<file path="src/lamp_chop_pkg.sv">
package lamp_chop_pkg;

    // ==========================================================
    // Configuration byte layout
    localparam int SET_SELECT_POS = 7;
    localparam int SHUTDOWN_POS = 6;
    localparam int STANDBY_POS = 5;
    localparam int CODE_MSB = 4;
    localparam int CODE_WIDTH = 5;

    // ==========================================================
    // Values after reset for both configuration sets
    localparam logic [6:0] CONFIG_RESET = 7'h70;

    // ==========================================================
    // Status byte layout
    localparam int OPEN_TUBE_POS = 7;
    localparam logic [1:0] UNUSED_STATUS_BITS = 2'h3;

    // ==========================================================
    // Serial interface
    // Arbitrary default bus address
    localparam logic [6:0] SLAVE_ADDRESS = 7'h2C;
    localparam logic [3:0] BITS_PER_BYTE = 4'h8;
    localparam logic [1:0] CONFIG_BYTE_INDEX = 2'h1;

    // ==========================================================
    // Chopping
    localparam int CHOP_PERIOD = 1024;
    localparam int CHOP_COUNT_WIDTH = 10;
    localparam int THRESHOLD_WIDTH = 11;
    localparam logic [THRESHOLD_WIDTH-1:0] THRESHOLD_STEP = 11'h021;
    localparam logic [THRESHOLD_WIDTH-1:0] THRESHOLD_MIN = 11'h063;
    localparam logic [THRESHOLD_WIDTH-1:0] THRESHOLD_FULL = 11'h400;
    localparam logic [CODE_WIDTH-1:0] CODE_FULL = 5'h1F;
    localparam logic [CODE_WIDTH-1:0] CODE_MIN_LIMIT = 5'h03;

    typedef enum logic [2:0] {
        BUS_IDLE,
        BUS_ADDRESS,
        BUS_ACK,
        BUS_RECEIVE,
        BUS_TRANSMIT,
        BUS_TRANSMIT_ACK
    } bus_state_t;

endpackage

</file>
<file path="src/chop_if.sv">
interface chop_if;
    import lamp_chop_pkg::*;

    logic [CODE_WIDTH-1:0] code;
    logic on_time;

    modport gen (
        input code,
        output on_time
    );

    modport user (
        output code,
        input on_time
    );
endinterface

</file>
<file path="src/lamp_chop_dimmer_status.sv">
module lamp_chop_dimmer_status (
    // Clock and reset
    input wire logic sys_clk,
    input wire logic rst_n,
    // Serial bus pins
    input wire logic scl_in,
    input wire logic sda_in,
    output logic sda_out,
    output logic sda_oe,
    // Mode pins
    input wire logic suspend_select_pin,
    input wire logic minimum_level_pin,
    input wire logic open_tube_detect,
    // Lamp control
    output logic shutdown_active,
    output logic switch_enable,
    output logic soft_start_pull_low,
    output logic compensation_node_hiz,
    output logic chop_mode_active,
    output logic [lamp_chop_pkg::CODE_WIDTH-1:0] dac_readback
);
    import lamp_chop_pkg::*;

    chop_if chop ();

    logic [6:0] config_set0;
    logic [6:0] config_set1;
    logic open_tube_flag;
    logic scl_q;
    logic sda_q;
    bus_state_t bus_state;
    logic [3:0] bit_count;
    logic [7:0] shift;
    logic read_mode;
    logic [1:0] byte_index;
    logic [6:0] selected;
    logic [CODE_WIDTH-1:0] active_code;
    logic shutdown;
    logic standby;
    logic running;
    logic [7:0] status_readback;
    logic scl_rise;
    logic scl_fall;
    logic bus_start;
    logic bus_stop;

    chop_gen chopper (
        .sys_clk(sys_clk),
        .rst_n(rst_n),
        .chop(chop.gen)
    );

    // ==========================================================
    // Selected configuration and mode
    always_comb begin
        selected = suspend_select_pin ? config_set1 : config_set0;
        active_code = selected[CODE_MSB:0];
        shutdown = !selected[SHUTDOWN_POS];
        standby = !selected[STANDBY_POS];
        running = !shutdown && !standby;
        status_readback = {open_tube_flag, UNUSED_STATUS_BITS, active_code};
    end

    assign chop.code = active_code;

    // ==========================================================
    // Lamp drive outputs
    always_ff @(posedge sys_clk) begin
        if (!rst_n) begin
            shutdown_active <= 1'b0;
            switch_enable <= 1'b0;
            soft_start_pull_low <= 1'b1;
            compensation_node_hiz <= 1'b1;
            chop_mode_active <= 1'b0;
            dac_readback <= '0;
        end else begin
            shutdown_active <= shutdown;
            chop_mode_active <= minimum_level_pin;
            dac_readback <= active_code;
            if (!running) begin
                switch_enable <= 1'b0;
                soft_start_pull_low <= 1'b1;
                compensation_node_hiz <= 1'b1;
            end else if (minimum_level_pin) begin
                switch_enable <= chop.on_time;
                soft_start_pull_low <= !chop.on_time;
                compensation_node_hiz <= !chop.on_time;
            end else begin
                // Current scaling mode: lamp stays on, code steers current
                switch_enable <= 1'b1;
                soft_start_pull_low <= 1'b0;
                compensation_node_hiz <= 1'b0;
            end
        end
    end

    // ==========================================================
    // Open-tube flag
    always_ff @(posedge sys_clk) begin
        if (!rst_n) begin
            open_tube_flag <= 1'b1;
        end else if (open_tube_detect) begin
            // Detection wins over a restore in the same cycle
            open_tube_flag <= 1'b0;
        end else if (!running) begin
            open_tube_flag <= 1'b1;
        end
    end

    // ==========================================================
    // Bus line edges
    always_ff @(posedge sys_clk) begin
        if (!rst_n) begin
            scl_q <= 1'b1;
            sda_q <= 1'b1;
        end else begin
            scl_q <= scl_in;
            sda_q <= sda_in;
        end
    end

    always_comb begin
        scl_rise = scl_in && !scl_q;
        scl_fall = !scl_in && scl_q;
        bus_start = scl_in && scl_q && sda_q && !sda_in;
        bus_stop = scl_in && scl_q && !sda_q && sda_in;
    end

    // ==========================================================
    // Serial slave; never gated by shutdown
    always_ff @(posedge sys_clk) begin
        if (!rst_n) begin
            bus_state <= BUS_IDLE;
            bit_count <= '0;
            shift <= '0;
            read_mode <= 1'b0;
            byte_index <= '0;
            sda_oe <= 1'b0;
        end else if (bus_start) begin
            bus_state <= BUS_ADDRESS;
            bit_count <= '0;
            byte_index <= '0;
            sda_oe <= 1'b0;
        end else if (bus_stop) begin
            bus_state <= BUS_IDLE;
            sda_oe <= 1'b0;
        end else begin
            unique case (bus_state)
                BUS_IDLE: begin
                    sda_oe <= 1'b0;
                end
                BUS_ADDRESS, BUS_RECEIVE: begin
                    if (scl_rise && bit_count < BITS_PER_BYTE) begin
                        shift <= {shift[6:0], sda_in};
                        bit_count <= bit_count + 1'b1;
                    end else if (scl_fall && bit_count == BITS_PER_BYTE) begin
                        if (bus_state == BUS_RECEIVE) begin
                            sda_oe <= 1'b1;
                            bus_state <= BUS_ACK;
                            // Saturate so bytes after the config byte are ignored
                            if (byte_index != 2'h3) begin
                                byte_index <= byte_index + 1'b1;
                            end
                        end else if (shift[7:1] == SLAVE_ADDRESS) begin
                            read_mode <= shift[0];
                            sda_oe <= 1'b1;
                            bus_state <= BUS_ACK;
                        end else begin
                            bus_state <= BUS_IDLE;
                        end
                    end
                end
                BUS_ACK: begin
                    if (scl_fall) begin
                        bit_count <= '0;
                        if (read_mode) begin
                            // Status captured at the start of each data byte
                            shift <= {status_readback[6:0], 1'b0};
                            sda_oe <= !status_readback[7];
                            bit_count <= 4'h1;
                            bus_state <= BUS_TRANSMIT;
                        end else begin
                            sda_oe <= 1'b0;
                            bus_state <= BUS_RECEIVE;
                        end
                    end
                end
                BUS_TRANSMIT: begin
                    if (scl_fall) begin
                        if (bit_count == BITS_PER_BYTE) begin
                            sda_oe <= 1'b0;
                            bus_state <= BUS_TRANSMIT_ACK;
                        end else begin
                            sda_oe <= !shift[7];
                            shift <= {shift[6:0], 1'b0};
                            bit_count <= bit_count + 1'b1;
                        end
                    end
                end
                BUS_TRANSMIT_ACK: begin
                    if (scl_rise) begin
                        // Host acknowledge asks for another status byte
                        bus_state <= sda_in ? BUS_IDLE : BUS_ACK;
                    end
                end
            endcase
        end
    end

    // Open-drain: only ever drives low
    always_ff @(posedge sys_clk) begin
        if (!rst_n) begin
            sda_out <= 1'b0;
        end else begin
            sda_out <= 1'b0;
        end
    end

    // ==========================================================
    // Configuration sets, written by the byte after the command
    always_ff @(posedge sys_clk) begin
        if (!rst_n) begin
            config_set0 <= CONFIG_RESET;
            config_set1 <= CONFIG_RESET;
        end else if (bus_state == BUS_RECEIVE && scl_fall && bit_count == BITS_PER_BYTE
                     && byte_index == CONFIG_BYTE_INDEX) begin
            if (shift[SET_SELECT_POS]) begin
                config_set1 <= shift[6:0];
            end else begin
                config_set0 <= shift[6:0];
            end
        end
    end

endmodule

</file>
<file path="src/chop_gen.sv">
module chop_gen (
    // Clock and reset
    input wire logic sys_clk,
    input wire logic rst_n,
    // Brightness in, on-time out
    chop_if.gen chop
);
    import lamp_chop_pkg::*;

    logic [CHOP_COUNT_WIDTH-1:0] count;

    // ==========================================================
    // Threshold from brightness code
    function automatic logic [THRESHOLD_WIDTH-1:0] threshold(
        input logic [CODE_WIDTH-1:0] code
    );
        logic [THRESHOLD_WIDTH-1:0] product;
        product = THRESHOLD_STEP * THRESHOLD_WIDTH'(code);
        if (code == '0) begin
            threshold = '0;
        end else if (code <= CODE_MIN_LIMIT) begin
            threshold = THRESHOLD_MIN;
        end else if (code == CODE_FULL) begin
            threshold = THRESHOLD_FULL;
        end else begin
            threshold = product;
        end
    endfunction

    // ==========================================================
    // Free-running period counter, wraps every 1024 cycles
    always_ff @(posedge sys_clk) begin
        if (!rst_n) begin
            count <= '0;
        end else begin
            count <= count + 1'b1;
        end
    end

    always_ff @(posedge sys_clk) begin
        if (!rst_n) begin
            chop.on_time <= 1'b0;
        end else begin
            chop.on_time <= THRESHOLD_WIDTH'(count) < threshold(chop.code);
        end
    end

endmodule

</file>
<file path="config.mk">
export PLATFORM = sky130hd
export DESIGN_NAME = lamp_chop_dimmer_status
export DESIGN_NICKNAME = d
export VERILOG_FILES = /design/src/lamp_chop_pkg.sv /design/src/chop_if.sv /design/src/lamp_chop_dimmer_status.sv /design/src/chop_gen.sv
export SDC_FILE = /design/constraint.sdc
export NUM_CORES = 1
export LEC_CHECK = 0
export BUFFER_PORTS_ARGS = -buffer_cell sky130_fd_sc_hd__buf_2
export CELL_PAD_IN_SITES_DETAIL_PLACEMENT = 0
export CELL_PAD_IN_SITES_GLOBAL_PLACEMENT = 1
export CORE_ASPECT_RATIO = 0.7
export CORE_MARGIN = 3
export CORE_UTILIZATION = 50
export CTS_CLUSTER_DIAMETER = 40
export DETAILED_ROUTE_END_ITERATION = 12
export GPL_TIMING_DRIVEN = 1
export PLACE_DENSITY_LB_ADDON = 0.05
export SLEW_MARGIN = 20
export SYNTH_ARGS = -nofsm -noshare
export SYNTH_HDL_FRONTEND = slang
export SYNTH_SLANG_ARGS = --single-unit
</file>
<file path="constraint.sdc">
create_clock -name sys_clk -period 6.4 [get_ports sys_clk]
set_clock_uncertainty 0.15 [all_clocks]
set_input_delay 0.64 -clock sys_clk [delete_from_list [all_inputs] [get_ports sys_clk]]
set_output_delay 0.64 -clock sys_clk [all_outputs]
set_load 0.005 [all_outputs]
</file>
==> results of run 1 <==
Yosys cell counts (2+ instances only):
library cell	number	area share [%]
inv_1	12	1.6
o211ai_1	7	1.8
dfxtp_1	56	39
mux2_2	2	0.78
ha_1	14	6.1
o2111ai_1	2	0.61
clkbuf_1	9	1.2
buf_4	4	1.0
a21boi_0	3	0.78
nand3_1	12	2.1
buf_2	2	0.35
o32a_1	2	0.69
or3_1	2	0.43
nand4_1	5	1.1
and2_1	12	2.6
nand4b_1	2	0.61
a21oi_1	17	3.0
nor2b_1	17	3.7
nand3b_1	3	0.78
nand2b_1	7	1.5
nand2_1	34	4.4
a21o_1	2	0.52
mux2i_1	30	10
xnor2_1	4	1.2
xor2_1	4	1.2
o21ai_0	15	2.6
or2_2	2	0.43
o31ai_1	2	0.52
nor3_1	3	0.52
nor2_1	9	1.2
logic make-up (layout without fill, tap and decap cells):
group / count (synthesis) / in the layout / share of synthesized area (%)
compound gates: 61 / 61 / 13.84
xor+xnor: 8 / 8 / 2.429
fa+ha+maj: 15 / 15 / 6.421
buf+inv: 28 / 38 / 4.512
flops: 56 / 56 / 38.87
mux: 32 / 32 / 11.19
other cells: 1 / 1 / 0.1300
simple gates: 118 / 118 / 22.60
power by group through the flow:
stage / Clock (W) / Combinational, W / Sequential (W)
2_1_floorplan: 0 / 0.0000236 / 0.000365
3_3_place_gp: 0 / 0.0000315 / 0.000365
3_5_place_dp: 0 / 0.0000318 / 0.000366
4_1_cts: 0.000214 / 0.0000319 / 0.000358
5_1_grt: 0.000226 / 0.0000364 / 0.000359
6_report: 0.000207 / 0.0000321 / 0.000358
final timing paths:
path                                         start                   end  slack [ns]  cells after the start
worst max register to register      config_set1[4]  chopper.chop.on_time        3.93                     10
worst min-delay path                 byte_index[1]         byte_index[1]        0.33                      2
worst max-delay path            suspend_select_pin  chopper.chop.on_time        3.55                     11
worst min register to register       byte_index[1]         byte_index[1]        0.33                      2
metal layers:
metal,share of wire (%),vias to the layer above
met5,0,-
met1,60,1058
li1,-,1146
met4,0.52,0
met2,35,47
met3,4.7,6
sequential cells by signal, summed over array words and instances, names as in the netlist:
name and count:
open_tube_flag 1, sda_q 1, bus_state 3, read_mode 1, sda_oe 1, dac_readback 5
bit_count 4, config_set0 7, switch_enable 1, chopper.chop.on_time 1, compensation_node_hiz 1, scl_q 1
shift 8, chopper.count 10, config_set1 7, shutdown_active 1, byte_index 2, chop_mode_active 1
area by class of cell:
class	count	area (um2)	area share (%)
clock buffers	7	96.34	3.122
inverters	12	45.04	1.460
multi-input cells	235	1633	52.92
flip-flops and latches	56	1121	36.33
well taps	72	90.09	2.920
repair buffers	19	100.1	3.244
worst min-delay path, stage by stage (launching register included):
cell and delay (ns):
dfxtp_1 0.33, nand2_1 0.06, a21oi_1 0.05
per-stage QoR:
step / util, % / area (um2) / hold WS (ns) / cells
after floorplan: - / 2884 / 0.2871 / 319
after global placement: 55.26 / 2982 / 0.3077 / 393
after detailed placement: 55.26 / 2982 / 0.3167 / 393
after CTS: 57.05 / 3078 / 0.3370 / 400
after global routing: 57.19 / 3085 / 0.3377 / 401
final: 57.19 / 3085 / 0.3306 / 401
==> metrics.md, run 1 <==
| Metric | Value |
|---|---|
| Vias per cell | `5.628` |
| Post-synth EDFFs | `0` |
| GR Overflow Total | `0` |
| Psw | `0.0001329 W` |
| Pre-CTS WS | `3.246 ns` |
| Core Rows | `22` |
| Setup tns final | `0 ns` |
| Cts repair resizes | `0` |
| Yosys warning total | `0` |
| Root buffer cell | `clkbuf_8` |
| Layout cells sized above 1 | `between 10% and 20%` |
| Reg power frac | `~60%` |
| Slew margin rel. | `42.60%` |
| First-pass GRT wire length | `about 10000 um` |
| Seq cells post-synth | `56` |
| Slowest CP cell | `mux2i_1` |
| Final WS setup | `between 3 and 4 ns` |
| H-tree levels | `2` |
| Critical path fanouts, max | `12` |
| Clk sinks | `56` |
| Full die area | `6730 um2` |
| Global routing usage on met3 | `~3.7%` |
| Clock transition at the registers of the reported paths | `roughly 0.090 ns` |
| Ys async rst share | `0%` |
| Seq/Total Area, Yosys | `~39%` |
| Most frequent cells in the layout | `56 x dfxtp_1, 34 x nand2_1, 30 x mux2i_1` |
| Routed wire length | `between 6000 and 7000 um` |
| Initial Util | `53.46%` |
| Initial drt markers | `approximately 100` |
| Most Crowded Layer GR | `met1` |
| Comb power frac | `5.4%` |
| Deepest clock path buffer count | `2` |
| Worst path most repeated cell | `o21ai_0` |
| Initial antenna violation count | `0` |
| DR DRC count | `0` |
| Switching Share | `22.28%` |
| Yosys cell types | `54` |
| Routed length per instance | `about 15 um` |
| Lkg Pwr | `1.269 nW` |
| Cells after Synth | `319` |
| Post-Synthesis Cell Area | `2884 um2` |
| Overall power | `between 0.0005 and 0.0006 W` |
| Post-DP HPWL | `4475 um` |
| Vias in the first global route | `2046` |
| Final worst path period need | `approximately 2.8 ns` |
| P_int | `0.0004633 W` |
| Fill count | `508` |
| Clk Latency, worst-skew pair | `0.30 ns` |
| Fmax | `351.1 MHz` |
| GR met1 Demand/Resource | `32.13%` |
| Post-CTS Setup Inserts | `0` |
| Die X | `96.78 um` |
| Outcome | `completed` |
| Drt pass-1 iters | `4` |
| MaxCap Viol Count | `0` |
| Largest net degree at the start of global routing | `58` |
| Required time worst endpoint | `6.48 ns` |
| VDD IR max | `0.1453 mV` |
| Max-slew violations | `0` |
| RSZ-0062 raised after global routing | `false` |
| Critical path's top delay family | `compound AO/OA/AOI/OAI gates` |
| Crit path kind | `in -> reg` |
| Final setup violating endpoints | `0` |
| Routed Antenna Nets | `0` |
| Commonest non-fill, non-tap cell in the layout | `dfxtp_1` |
| Slowest stage delay, CP | `0.53 ns` |
| Hold_buf cts | `0` |
| CP endpoint kind | `flip-flop` |
| Vias | `2257` |
| Clock share of power | `approximately a third` |
| Final Hold Fails | `0` |
| Worst Hold Class | `reg -> reg` |
| Area Overhead vs Synth | `6.985%` |
| Mean area per synthesized cell | `9.041 um2` |
| Period utilisation layout | `44.50%` |
| Worst Path Arrival | `~2.9 ns` |
| WP buf/inv | `1` |
| PwrDens | `slightly below 200 nW/um2` |
| Antenna fix cells | `0` |
| TritonCTS clock tree | `done` |
| Crit path launch type | `input pin` |
| CTS buffer count | `5` |
| Syn_nets | `340` |
| Final layout net count | `350` |
| Main flop type after synthesis | `dfxtp_1` |
| PortBufs | `17` |
| Top Ports | `19` |
| Total track usage | `between 10% and 20%` |
| Gpl congestion | `0.8118` |
| GR Util met2 | `23.24%` |
| Worst-Margin Slew | `0.8609 ns` |
| Die Height | `69.54 um` |
| Core area | `between 5000 and 6000 um2` |
| Critical Path, Cell by Cell | `buf_2 > mux2i_1 > nand2_1 > o21ai_0 > a21oi_1 > ha_1 > a21oi_1 > o21ai_0 > o2111ai_1 > o21ai_0 > a21boi_0` |
No activity file was read; power rests on OpenSTA's default activity.
==> run 2, diff against run 1 <==
- CORE_UTILIZATION: 50 -> 42
- clock period: 6.4 -> 2.4 ns (I/O delays scaled with it)
==> metrics.md, run 2 (synthesis results as in run 1) <==
| Metric | Value |
|---|---|
| Multi-input gate area | `1644 um2` |
| Clock share of power | `around a third` |
| Core Rows | `24` |
| Antenna fix cells | `0` |
| H-tree levels | `2` |
| Crit Reg-Reg Startpoint | `config_set0[1]` |
| Slowest CP cell | `dfxtp_1` |
| Initial Util | `44.88%` |
| Slew margin rel. | `47.16%` |
| Lkg Pwr | `1.391 nW` |
| MaxCap Viol Count | `0` |
| Required time worst endpoint | `between 2 and 2.5 ns` |
| Clock transition at the registers of the reported paths | `0.09 ns` |
| Initial antenna violation count | `0` |
| Clk sinks | `56` |
| Most Crowded Layer GR | `met1` |
| Routed length per instance | `14.54 um` |
| Total track usage | `16.79%` |
| Max reg flops | `10` |
| Critical path's top delay family | `compound AO/OA/AOI/OAI gates` |
| Final Util | `51.46%` |
| Crit path launch type | `flip-flop` |
| Vias in the first global route | `2041` |
| Dpl cells | `437` |
| Layout cells sized above 1 | `between 15 and 20%` |
| Commonest non-fill, non-tap cell in the layout | `dfxtp_1` |
| Crit path kind | `reg -> reg` |
| Final layout net count | `375` |
| Fin Hold WS | `roughly 0.013 ns` |
| GR Util met2 | `20.40%` |
| Fmax | `444.8 MHz` |
| Slowest stage delay, CP | `0.35 ns` |
| Deepest clock path buffer count | `2` |
| Final setup violating endpoints | `0` |
| GR Overflow Total | `0` |
| Psw | `0.0003609 W` |
| PortBufs | `17` |
| Final Hold Fails | `0` |
| Origin of the worst min-delay path | `minimum_level_pin` |
| Biggest regs | `chopper.count: 10 flops, shift: 8 flops` |
| Most frequent cells in the layout | `56 x dfxtp_1, 34 x nand2_1, 30 x mux2i_1` |
| Worst path most repeated cell | `o21ai_0` |
| Final worst path period need | `2.248 ns` |
| TritonCTS clock tree | `done` |
| Routed wire length | `6484 um` |
| Die Height | `roughly 75 um` |
| Hold Path End | `chop_mode_active` |
| GR met1 Demand/Resource | `between 20% and 30%` |
| Worst-Margin Slew | `0.7843 ns` |
| Crit path depth | `10` |
| Die X | `105.0 um` |
| Setup tns final | `0 ns` |
| Largest net degree at the start of global routing | `57` |
| Post-DP HPWL | `4846 um` |
| Vias | `between 2000 and 2500` |
| WP buf/inv | `1` |
| Vias per cell | `5.217` |
| Register area | `1121 um2` |
| Area Overhead vs Synth | `14.66%` |
| Global routing usage on met3 | `3.302%` |
| Full die area | `7913 um2` |
| Max-slew violations | `0` |
| Reg with most FFs | `chopper.count` |
| CP endpoint kind | `flip-flop` |
| Final WS setup | `about 0.15 ns` |
| Core area | `roughly 6400 um2` |
| Fill count | `640` |
| Finished Layout Cells | `446` |
| Worst Hold Class | `in -> reg` |
| Critical Path, Cell by Cell | `mux2i_1 > buf_4 > nor2_1 > a21oi_1 > ha_1 > a21oi_2 > o21ai_0 > o2111ai_1 > o21ai_0 > a21boi_1` |
| R2r worst-path depth | `10` |
| Routed Antenna Nets | `0` |
| First-pass GRT wire length | `10610 um` |
| Drt pass-1 iters | `4` |
| Initial drt markers | `144` |
| DR DRC count | `0` |
| CTS buffer count | `5` |
| Top Ports | `19` |
| Worst Path Arrival | `2.33 ns` |
| Pre-CTS WS | `-0.06913 ns` |
| Comb power frac | `a little over 6%` |
| Reg power frac | `60.5%` |
| WHS Path Cells | `2` |
| Gpl congestion | `0.8596` |
| Root buffer cell | `clkbuf_8` |
| Reg2reg end | `chopper.chop.on_time` |
| Switching Share | `22.90%` |
| PwrDens | `476.6 nW/um2` |
| RSZ-0062 raised after global routing | `true` |
| Outcome | `completed` |
| Critical path fanouts, max | `4` |
| P_int | `0.001215 W` |
| Flop2flop setup slack | `0.15 ns` |
| Period utilisation layout | `93.67%` |
| VDD IR max | `0.2497 mV` |
| Clk Latency, worst-skew pair | `0.30 ns` |
## run 2: changes by cell type in the layout (fill, tap and decap cells not counted), sizes merged
cell	delta
clkinv	+2
buf	+24
clkbuf	-1
dlygate4sd3	+1
## run 2: repair_timing
item                                   CTS  global route
setup endpoints to repair                0             2
buffers inserted                         0             0
hold buffers                             1             0
resized for setup                        0             3
endpoints found under the hold margin    1             0
## run 2: worst max path at each step
stage	endpoint	from	slack, ns
after floorplan	chopper.chop.on_time	suspend_select_pin	0.05
after global placement	chopper.chop.on_time	suspend_select_pin	-0.05
after detailed placement	chopper.chop.on_time	suspend_select_pin	-0.07
after CTS	chopper.chop.on_time	config_set1[4]	0.10
after global routing	chopper.chop.on_time	config_set1[4]	-0.006
final	chopper.chop.on_time	config_set0[1]	0.15
## run 2: routing by layer
layer | vias to the layer above | wire length (um)
li1 | 1205 | -
met1 | 1070 | 3923
met2 | 50 | 2230
met3 | 2 | 307
met4 | 0 | 22
met5 | - | 0
## run 2: power groups by stage
stage / sequential (W) / clock, W / combinational, W
6_report: 0.000953 / 0.000527 / 0.0000958
5_1_grt: 0.000956 / 0.000585 / 0.000106
4_1_cts: 0.000953 / 0.000556 / 0.0000954
3_5_place_dp: 0.000975 / 0 / 0.0000935
3_3_place_gp: 0.000974 / 0 / 0.0000930
2_1_floorplan: 0.000972 / 0 / 0.0000630
## run 2: worst reg2reg max path: stages (launching register included)
cell	delay [ns]
dfxtp_1	0.35
mux2i_1	0.31
buf_4	0.18
nor2_1	0.04
a21oi_1	0.19
ha_1	0.31
a21oi_2	0.16
o21ai_0	0.09
o2111ai_1	0.19
o21ai_0	0.10
a21boi_1	0.13
## run 2: final cells by class
cell class                 instances  share of cell area (%)
multi-input combinational        235                   49.72
timing repair buffer              44                   8.778
tap                               91                   3.443
sequential                        56                   33.90
clock buffer                       6                   2.497
clock inverter                     2                  0.3027
inverter                          12                   1.362
## run 2: through the flow
stage	total power [W]	area, um2
after floorplan	0.001035	2884
after global placement	0.001067	3193
after detailed placement	0.001068	3193
after CTS	0.001605	3296
after global routing	0.001647	3307
final	0.001576	3307
